### src/shared/status_regs_pkg.sv
// Purpose: Constants for the input and temperature status register bank
// Assumes: Byte-wide registers addressed by PMBus command code
// Notes:   Field positions and reset values shared by design and bench
package status_regs_pkg;
  localparam logic [7:0] CMD_INPUT_STATUS = 8'h7C;
  localparam logic [7:0] CMD_TEMP_STATUS  = 8'h7D;
  localparam int unsigned INPUT_OV_BIT    = 7;
  localparam int unsigned INPUT_UV_BIT    = 3;
  localparam int unsigned TEMP_FAULT_BIT  = 7;
  localparam int unsigned TEMP_WARN_BIT   = 6;
  localparam logic        FLAG_RESET      = 1'b0;
  localparam logic [7:0]  BYTE_ZERO       = 8'h00;
endpackage

### src/hdl/input_temp_status_regs.sv
// Purpose: Latched input-supply and temperature status registers
// Assumes: Command decode and PMBus framing done upstream; strobes are one-cycle
// Notes:   Read data is registered and appears one cycle after the read strobe
//          A set and a clear in the same cycle leave the flag set
//          Responses track the gated live condition, not the latched flags
//          The power-up arm is cleared by reset only, never by a wipe
//
// Functional notes
// [RL1] Registers at command codes 7Ch and 7Dh
// [RL2] Flags stay latched after condition goes away
// [RL3] Wipe command or output turn-on clears all
// [RL4] Written one bits clear matching flags
// [RL5] Alert mask never blocks flag latching
// [RL6] Disable bit blocks flag and protective response
// [RL7] Input bit 7 latches overvoltage fault
// [RL8] Input bit 3 reports low input voltage
// [RL9] No low-input latch before first turn-on
// [RL10] Later drops below turn-off latch and alert
// [RL11] Temperature bit 7 latches overtemp fault
// [RL12] Temperature bit 6 latches overtemp warning
// [RL13] Unsupported bits read as zero
// [RL14] Zero writes and read-only writes ignored
`timescale 1ns/1ps
`default_nettype none

module input_temp_status_regs
  import status_regs_pkg::*;
(
  input  wire logic       core_clk_in,
  input  wire logic       reset_in,
  input  wire logic       reg_wr_in,
  input  wire logic       reg_rd_in,
  input  wire logic [7:0] cmd_code_in,
  input  wire logic [7:0] wr_data_in,
  input  wire logic       fault_flag_wipe_command_in,
  input  wire logic       output_turn_on_in,
  input  wire logic       input_ov_event_in,
  input  wire logic       input_above_turn_on_in,
  input  wire logic       input_below_turn_off_in,
  input  wire logic       overtemp_fault_event_in,
  input  wire logic       overtemp_warning_event_in,
  input  wire logic       input_ov_disable_in,
  input  wire logic       input_uv_disable_in,
  input  wire logic       overtemp_fault_disable_in,
  input  wire logic       overtemp_warning_disable_in,
  input  wire logic       alert_mask_setting_in,
  output logic [7:0]      rd_data_out,
  output logic            rd_valid_out,
  output logic            input_ov_response_out,
  output logic            input_uv_response_out,
  output logic            overtemp_fault_response_out,
  output logic            overtemp_warning_response_out,
  output logic            input_status_alert_out
);

  // ----------------------------------------------------------------
  // Decode
  // ----------------------------------------------------------------
  logic       input_overvoltage_flag_r;
  logic       input_undervoltage_flag_r;
  logic       overtemp_fault_flag_r;
  logic       overtemp_warning_flag_r;
  logic       input_seen_on_r;
  logic       wipe_all;
  logic       wr_input;
  logic       wr_temp;
  logic [7:0] input_byte;
  logic [7:0] temp_byte;

  // [RL3] Global clear sources
  assign wipe_all = fault_flag_wipe_command_in | output_turn_on_in;
  // [RL1] Command code decode
  assign wr_input = reg_wr_in && (cmd_code_in == CMD_INPUT_STATUS);
  assign wr_temp  = reg_wr_in && (cmd_code_in == CMD_TEMP_STATUS);

  // ----------------------------------------------------------------
  // Per-bit clear strobes
  // ----------------------------------------------------------------
  // One strobe per byte position of each register. Only the supported
  // positions feed a flag; a one written to a read-only position lands
  // on a strobe that nothing reads, so the write has no effect there.
  logic [7:0] input_clr;
  logic [7:0] temp_clr;

  // [RL4] Written ones clear
  // [RL14] Zero bits ignored
  for (genvar bit_idx = 0; bit_idx < $bits(input_clr); bit_idx++) begin : g_clr
    assign input_clr[bit_idx] = wipe_all | (wr_input & wr_data_in[bit_idx]);
    assign temp_clr[bit_idx]  = wipe_all | (wr_temp & wr_data_in[bit_idx]);
  end

  // [RL13] Unsupported positions tied to zero
  always_comb begin
    input_byte = BYTE_ZERO;
    input_byte[INPUT_OV_BIT] = input_overvoltage_flag_r;
    input_byte[INPUT_UV_BIT] = input_undervoltage_flag_r;
    temp_byte = BYTE_ZERO;
    temp_byte[TEMP_FAULT_BIT] = overtemp_fault_flag_r;
    temp_byte[TEMP_WARN_BIT]  = overtemp_warning_flag_r;
  end

  // ----------------------------------------------------------------
  // Power-up qualifier
  // ----------------------------------------------------------------
  // The low-input comparator is already true while the supply ramps,
  // so latching it then would leave a stale flag on every power-up.
  // Limitation: a brownout that never reaches turn-on stays unflagged.
  // [RL9] Arm low-input latching after first turn-on
  always_ff @(posedge core_clk_in or posedge reset_in) begin
    if (reset_in) begin
      input_seen_on_r <= FLAG_RESET;
    end else if (input_above_turn_on_in) begin
      input_seen_on_r <= 1'b1;
    end
  end

  // ----------------------------------------------------------------
  // Latched flags: set wins over any clear in the same cycle
  // ----------------------------------------------------------------
  // Alert mask is deliberately not an input to any flag.
  // [RL5] Mask ignored for latching
  logic ov_set;
  logic uv_set;
  logic otf_set;
  logic otw_set;
  // [RL6] Disable blocks the flag set
  assign ov_set  = input_ov_event_in & ~input_ov_disable_in;
  // [RL10] Qualified low-input event
  assign uv_set  = input_below_turn_off_in & input_seen_on_r & ~input_uv_disable_in;
  assign otf_set = overtemp_fault_event_in & ~overtemp_fault_disable_in;
  assign otw_set = overtemp_warning_event_in & ~overtemp_warning_disable_in;

  // [RL7] Input overvoltage flag
  always_ff @(posedge core_clk_in or posedge reset_in) begin
    if (reset_in) begin
      input_overvoltage_flag_r <= FLAG_RESET;
    end else if (ov_set) begin
      // [RL2] Hold once set
      input_overvoltage_flag_r <= 1'b1;
    end else if (input_clr[INPUT_OV_BIT]) begin
      // [RL4] Write one clears
      input_overvoltage_flag_r <= 1'b0;
    end
  end

  // [RL8] Low input flag
  always_ff @(posedge core_clk_in or posedge reset_in) begin
    if (reset_in) begin
      input_undervoltage_flag_r <= FLAG_RESET;
    end else if (uv_set) begin
      input_undervoltage_flag_r <= 1'b1;
    end else if (input_clr[INPUT_UV_BIT]) begin
      input_undervoltage_flag_r <= 1'b0;
    end
  end

  // [RL11] Overtemp fault flag
  always_ff @(posedge core_clk_in or posedge reset_in) begin
    if (reset_in) begin
      overtemp_fault_flag_r <= FLAG_RESET;
    end else if (otf_set) begin
      overtemp_fault_flag_r <= 1'b1;
    end else if (temp_clr[TEMP_FAULT_BIT]) begin
      overtemp_fault_flag_r <= 1'b0;
    end
  end

  // [RL12] Overtemp warning flag
  always_ff @(posedge core_clk_in or posedge reset_in) begin
    if (reset_in) begin
      overtemp_warning_flag_r <= FLAG_RESET;
    end else if (otw_set) begin
      overtemp_warning_flag_r <= 1'b1;
    end else if (temp_clr[TEMP_WARN_BIT]) begin
      // [RL14] Zero bits leave flags alone
      overtemp_warning_flag_r <= 1'b0;
    end
  end

  // ----------------------------------------------------------------
  // Responses and alert
  // ----------------------------------------------------------------
  // Responses follow the gated live condition, not the latched flag,
  // so the power stage reacts even before software looks.
  // [RL6] Overvoltage response gated
  always_ff @(posedge core_clk_in or posedge reset_in) begin
    if (reset_in) begin
      input_ov_response_out <= FLAG_RESET;
    end else begin
      input_ov_response_out <= ov_set;
    end
  end

  // [RL6] Low-input response gated
  // Shares the power-up arm so the ramp does not trip a response.
  always_ff @(posedge core_clk_in or posedge reset_in) begin
    if (reset_in) begin
      input_uv_response_out <= FLAG_RESET;
    end else begin
      input_uv_response_out <= uv_set;
    end
  end

  // [RL6] Overtemp fault response gated
  always_ff @(posedge core_clk_in or posedge reset_in) begin
    if (reset_in) begin
      overtemp_fault_response_out <= FLAG_RESET;
    end else begin
      overtemp_fault_response_out <= otf_set;
    end
  end

  // [RL6] Overtemp warning response gated
  always_ff @(posedge core_clk_in or posedge reset_in) begin
    if (reset_in) begin
      overtemp_warning_response_out <= FLAG_RESET;
    end else begin
      overtemp_warning_response_out <= otw_set;
    end
  end

  // Alert request from this bank; the mask gates only the alert, never flags
  logic any_flag;

  // Any latched flag, before the mask
  assign any_flag = input_overvoltage_flag_r |
                    input_undervoltage_flag_r |
                    overtemp_fault_flag_r |
                    overtemp_warning_flag_r;

  always_ff @(posedge core_clk_in or posedge reset_in) begin
    if (reset_in) begin
      input_status_alert_out <= FLAG_RESET;
    end else begin
      // [RL10] Latched low input raises alert
      input_status_alert_out <= ~alert_mask_setting_in & any_flag;
    end
  end

  // ----------------------------------------------------------------
  // Read port
  // ----------------------------------------------------------------
  // [RL1] Read answer strobe
  always_ff @(posedge core_clk_in or posedge reset_in) begin
    if (reset_in) begin
      rd_valid_out <= FLAG_RESET;
    end else begin
      rd_valid_out <= reg_rd_in;
    end
  end

  // Data holds between reads so a slow host can pick it up late.
  // [RL1] Read byte mux
  always_ff @(posedge core_clk_in or posedge reset_in) begin
    if (reset_in) begin
      rd_data_out <= BYTE_ZERO;
    end else begin
      if (reg_rd_in) begin
        case (cmd_code_in)
          CMD_INPUT_STATUS: rd_data_out <= input_byte;
          CMD_TEMP_STATUS:  rd_data_out <= temp_byte;
          default:          rd_data_out <= BYTE_ZERO;
        endcase
      end
    end
  end

endmodule

`default_nettype wire

### config.mk
export PLATFORM = sky130hd
export DESIGN_NAME = input_temp_status_regs
export DESIGN_NICKNAME = d
export VERILOG_FILES = /design/src/shared/status_regs_pkg.sv /design/src/hdl/input_temp_status_regs.sv
export SDC_FILE = /design/constraint.sdc
export NUM_CORES = 1
export LEC_CHECK = 0
export ABC_CLOCK_PERIOD_IN_PS = 1200
export BUFFER_PORTS_ARGS = -buffer_cell sky130_fd_sc_hd__buf_2
export CAP_MARGIN = 20
export CORE_UTILIZATION = 38
export DETAILED_ROUTE_END_ITERATION = 10
export PLACE_DENSITY = 0.76
export SLEW_MARGIN = 20
export SYNTH_ARGS = -nofsm -noshare
export SYNTH_HDL_FRONTEND = slang
export SYNTH_SLANG_ARGS = --single-unit
### constraint.sdc
create_clock -name core_clk_in -period 1.2 [get_ports core_clk_in]
set_clock_uncertainty 0.1 [all_clocks]
set_input_delay 0.12 -clock core_clk_in [delete_from_list [all_inputs] [get_ports core_clk_in]]
set_output_delay 0.12 -clock core_clk_in [all_outputs]
set_load 0.05 [all_outputs]
## Word level (Yosys, flattened, before mapping)

Index checks and enable logic that the tools add are counted.

| storage, ports and cells | value |
|---|---|
| bits in registers | 19 |
| input bits | 32 |
| output and inout bits | 14 |
| word-level logic and storage cells | 52 |

| cells by class | value |
|---|---|
| mux-type cells | 9 |
| bitwise logic cells | 23 |
| reductions and logical operators | 6 |
| equality and inequality tests | 2 |

Operator list:

| kind | count |
|---|---|
| $eq A8 B7 Y1 const B | 2 |
| $pmux W8 S2 | 1 |
| $and A1 B1 Y1 | 10 |
| $mux W1 | 8 |
| $or A1 B1 Y1 | 8 |
| $reduce_bool A2 Y1 | 4 |
| $not A1 Y1 | 5 |
| $logic_and A1 B1 Y1 | 2 |

## Logic depth before layout (Yosys ltp)

| logic depth | value |
|---|---|
| depth in word-level cells | 6 |
| depth in mapped cells | 3 |
| depth with buffers taken out | 3 |

## Worst setup path before layout

OpenSTA, ideal clock, no wires.

| timing path | value |
|---|---|
| path type | input-to-reg |
| start | in cmd_code_in[7] |
| end | reg input_overvoltage_flag_r |
| buffers on the path | 0 |
| required time | 0.980 ns |
| path slack | -0.050 ns |
| arrival | 1.030 ns |
| stages on the path | 3 |
| setup time | 0.120 ns |
| cell sequence | nand4b_4 > or4_1 > a31o_1 |

| between the ends | value |
|---|---|
| longest elaborated chain between the ends | 5 |

RTL lines:

| item | line | text |
|---|---|---|
| start: declaration | input_temp_status_regs.sv:33 | `input wire logic [7:0] cmd_code_in,` |
| $eq A8 B7 Y1 | input_temp_status_regs.sv:73 | `assign wr_input = reg_wr_in && (cmd_code_in == CMD_INPUT_STATUS);` |
| $logic_and A1 B1 Y1 | input_temp_status_regs.sv:73 |  |
| $and A1 B1 Y1 | input_temp_status_regs.sv:88 | `assign input_clr[bit_idx] = wipe_all \| (wr_input & wr_data_in[bit_idx]);` |
| $or A1 B1 Y1 | input_temp_status_regs.sv:88 |  |
| $reduce_bool A2 Y1 (no line) | - |  |
| end signal: assignment | input_temp_status_regs.sv:136 | `input_overvoltage_flag_r <= FLAG_RESET;` |
| end signal: assignment | input_temp_status_regs.sv:139 | `input_overvoltage_flag_r <= 1'b1;` |
| end signal: assignment | input_temp_status_regs.sv:142 | `input_overvoltage_flag_r <= 1'b0;` |
| end: declaration | input_temp_status_regs.sv:59 | `logic input_overvoltage_flag_r;` |

Every way passes these cells.
A chain may end at the register's enable or synchronous reset.

## Worst setup path after layout

| timing path | value |
|---|---|
| start | reg rd_data_out[3] |
| end | out rd_data_out[3] |

RTL lines:

| item | line | text |
|---|---|---|
| start: declaration | input_temp_status_regs.sv:47 | `output logic [7:0] rd_data_out,` |
| start signal: assignment | input_temp_status_regs.sv:260 | `CMD_INPUT_STATUS: rd_data_out <= input_byte;` |
| start signal: assignment | input_temp_status_regs.sv:261 | `CMD_TEMP_STATUS: rd_data_out <= temp_byte;` |

No word-level cell between the ends.

==> impl_metrics.yaml <==
sta:
  fmax_ghz: 0.895
  maxSlewViolCount: 0
  rsz0062_at_grt: "no"
  post-route-period-util: 0.931
  hold_violations: 0
  max_slew.worst_pin.slew_ps: 512
  whs_ps: 6.15
  slew_headroom: 0.658
  fin_ws_ps: 82.7
  setup_viol: 0
  fin_crit_ps: 1120
clock_tree:
  cts-root-buf: "clkbuf_4"
  ctsHtreeMaxLevel: 1
  cts_made_buffers: 3
  ctsLongestPathBuffers: 2
  post_cts_buffers: 0
  clk_pin_slew_ps: 90
  clkLatencyLatePin_ps: 280
  cts_tree: "done"
  cts.sinks: 14
min_path:
  hold_depth: 2
  hold_path_end: "overtemp_fault_response_out"
  hp-start: "overtemp_fault_event_in"
  hp-class: "in -> reg"
synthesis:
  yosys_most_used_dff: "dfrtp_1"
  synth.most_common_cell: "dfrtp_1"
  syn_area_per_cell_um2: 11.1
  synthTopCellsByArea: "dfrtp_1 56%, buf_4 6.0%, nor2b_1 4.0%"
  yosysSeqAreaShare: 0.562
  yosys_warnings: 0
  syn_inst: 56
  synthArstFlopShare: 1.00
  yosys.cell_types.count: 21
  syn_area_um2: 623
  synth_top_area_frac: 0.562
  synth_edf_count: 0
  ys_seq_elements: 14
  yosysTopAreaCell: "dfrtp_1"
  yosys-top-cells-count: "14 x dfrtp_1, 6 x nand2_1, 5 x buf_4, 5 x nor2_1"
place:
  place_congestion: 0.834
  placedCellCount: 111
  dp_hpwl_um: 1040
  io_buffers: 35
  pre_cts_ws_ps: -172
floorplanning:
  rows: 14
  dieWidth_um: 42.5
  die_h_um: 42.5
  initial_core_util: 0.409
  die-area_mm2: 0.00181
  boundaryPins: 46
  core_mm2: 0.00152
drt:
  drtAntennaViolNets: 0
  wl_per_cell_um: 12.1
  routed-via-count: 592
  via_per_inst: 4.70
  initialDrtViolationCount: 2
  drc: 0
  wirelength_um: 1520
  drtPass1Iterations: 2
setup_path:
  worst-path-buf-inv: 1
  timing.rr.start: "overtemp_fault_flag_r"
  crit_chain: "buf_2"
  crit_path_end_kind: "output pin"
  ff2ff_path_depth: 3
  worstPathRequired_ps: 980
  r2r_slack_ps: 100
  max_stage_delay_ps: 360
  path_delay_family: "flip-flops"
  r2r-end: "rd_data_out[7]"
  path_class: "reg -> out"
  cp_max_fo: 2
  cp.arrival_ps: 900
  cp-start-kind: "flop"
  slowest_stage: "dfrtp_1"
final_layout:
  final_core_util: 0.643
  drive_gt1_frac: 0.436
  insertedDiodeCount: 0
  nets: 143
  final_cells: 126
  syn2layout_area_growth_pct: 57.2
  fill_cells: 129
grt:
  antenna_found_initial: 0
  overflow: 0
  grt_max_degree: 15
  grt_pass1_vias: 610
  grtUsageTotal: 0.191
  grt_pass1_wl_um: 2500
power_and_ir_drop:
  power.density_mw_per_mm2: 1090
  ir_drop_mv: 0.563
  p_total_w: 0.00107
  total_leakage_power_nw: 0.513
flow_run:
  cap_violations: 0
status:
  status: "complete, no violations"
-- routing by layer --
| layer | vias to the layer above | part of all wire | wire length (um) | GRT usage |
|---|---|---|---|---|
| li1 | 292 | - | - | - |
| met1 | 273 | 0.40 | 603 | 0.190 |
| met2 | 25 | 0.55 | 839 | 0.375 |
| met3 | 2 | 0.039 | 60 | 0.0129 |
| met4 | 0 | 0.013 | 20 | 0.113 |
| met5 | - | 0 | 0 | 0 |
-- flip-flops by register name, indices dropped and copies added, names as in the netlist --
signal and cells:
overtemp_warning_flag_r 1, overtemp_fault_response_out 1, overtemp_warning_response_out 1, input_ov_response_out 1, rd_valid_out 1, input_status_alert_out 1, input_uv_response_out 1, input_overvoltage_flag_r 1
overtemp_fault_flag_r 1, rd_data_out 3, input_seen_on_r 1, input_undervoltage_flag_r 1
-- kinds of logic (layout without fill, tap and decap cells) --
| group | count (synthesis) | after routing | synth area share |
|---|---|---|---|
| muxes | 2 | 2 | 0.0341 |
| AOI/OAI and AO/OA | 6 | 6 | 0.0703 |
| buffers and inverters | 6 | 56 | 0.0663 |
| other | 1 | 5 | 0.00602 |
| and+or+nand+nor | 27 | 27 | 0.261 |
| DFF | 14 | 14 | 0.562 |
-- layout make-up --
| cell class | instances | area (um^2) | share of cell area |
|---|---|---|---|
| Clock buffer | 4 | 36.3 | 0.0370 |
| Tap cell | 16 | 20.0 | 0.0204 |
| Sequential cell | 14 | 350 | 0.358 |
| Timing Repair Buffer | 51 | 323 | 0.330 |
| Inverter | 1 | 3.75 | 0.00383 |
| Multi-Input combinational cell | 40 | 246 | 0.252 |
-- worst max-delay path by stage --
| stage | endpoint | from | slack [ps] | cells past startpoint |
|---|---|---|---|---|
| 2_1_floorplan | input_overvoltage_flag_r | cmd_code_in[1] | 6 | 3 |
| 3_3_place_gp | input_undervoltage_flag_r | cmd_code_in[1] | -130 | 4 |
| 3_5_place_dp | input_overvoltage_flag_r | cmd_code_in[1] | -170 | 4 |
| 4_1_cts | rd_data_out[3] | rd_data_out[3] | 90 | 1 |
| 5_1_grt | rd_data_out[3] | rd_data_out[3] | 40 | 1 |
| 6_report | rd_data_out[3] | rd_data_out[3] | 80 | 1 |
-- stage by stage --
stage               setup TNS (ps)  cell area (um^2)
finish                           0               980
global placement              -250               833
detailed placement            -309               833
floorplan                        0               638
CTS                              0               970
global route                     0               980
-- what timing repair did --
item | CTS | global route
gates resized for setup | 0 | 0
hold buffers | 10 | 1
endpoints found under the hold margin | 21 | 1
-- report_power, final --
group | switching (W) | internal (W)
combinational | 0.000138 | 0.0000901
clock | 0.000153 | 0.000185
sequential | 0.0000115 | 0.000493
-- cells in the final DEF (no fill, tap or decap) --
cell type      count
nand4b_1           1
nand4b_4           1
inv_1              1
a21oi_1            2
nor2b_1            4
nand2b_1           1
a31o_2             1
nand2_1            6
nor3_1             1
clkbuf_4           3
clkbuf_8           1
dfrtp_1           14
or2_2              1
or4_1              2
mux2i_1            1
buf_4              5
nor2_1             5
a31o_1             2
buf_2             35
mux2_2             1
o31ai_1            1
dlygate4sd3_1     11
or2_1              1
conb_1             5
nor4_1             4
Note: power is estimated with default switching activity, not from simulation.
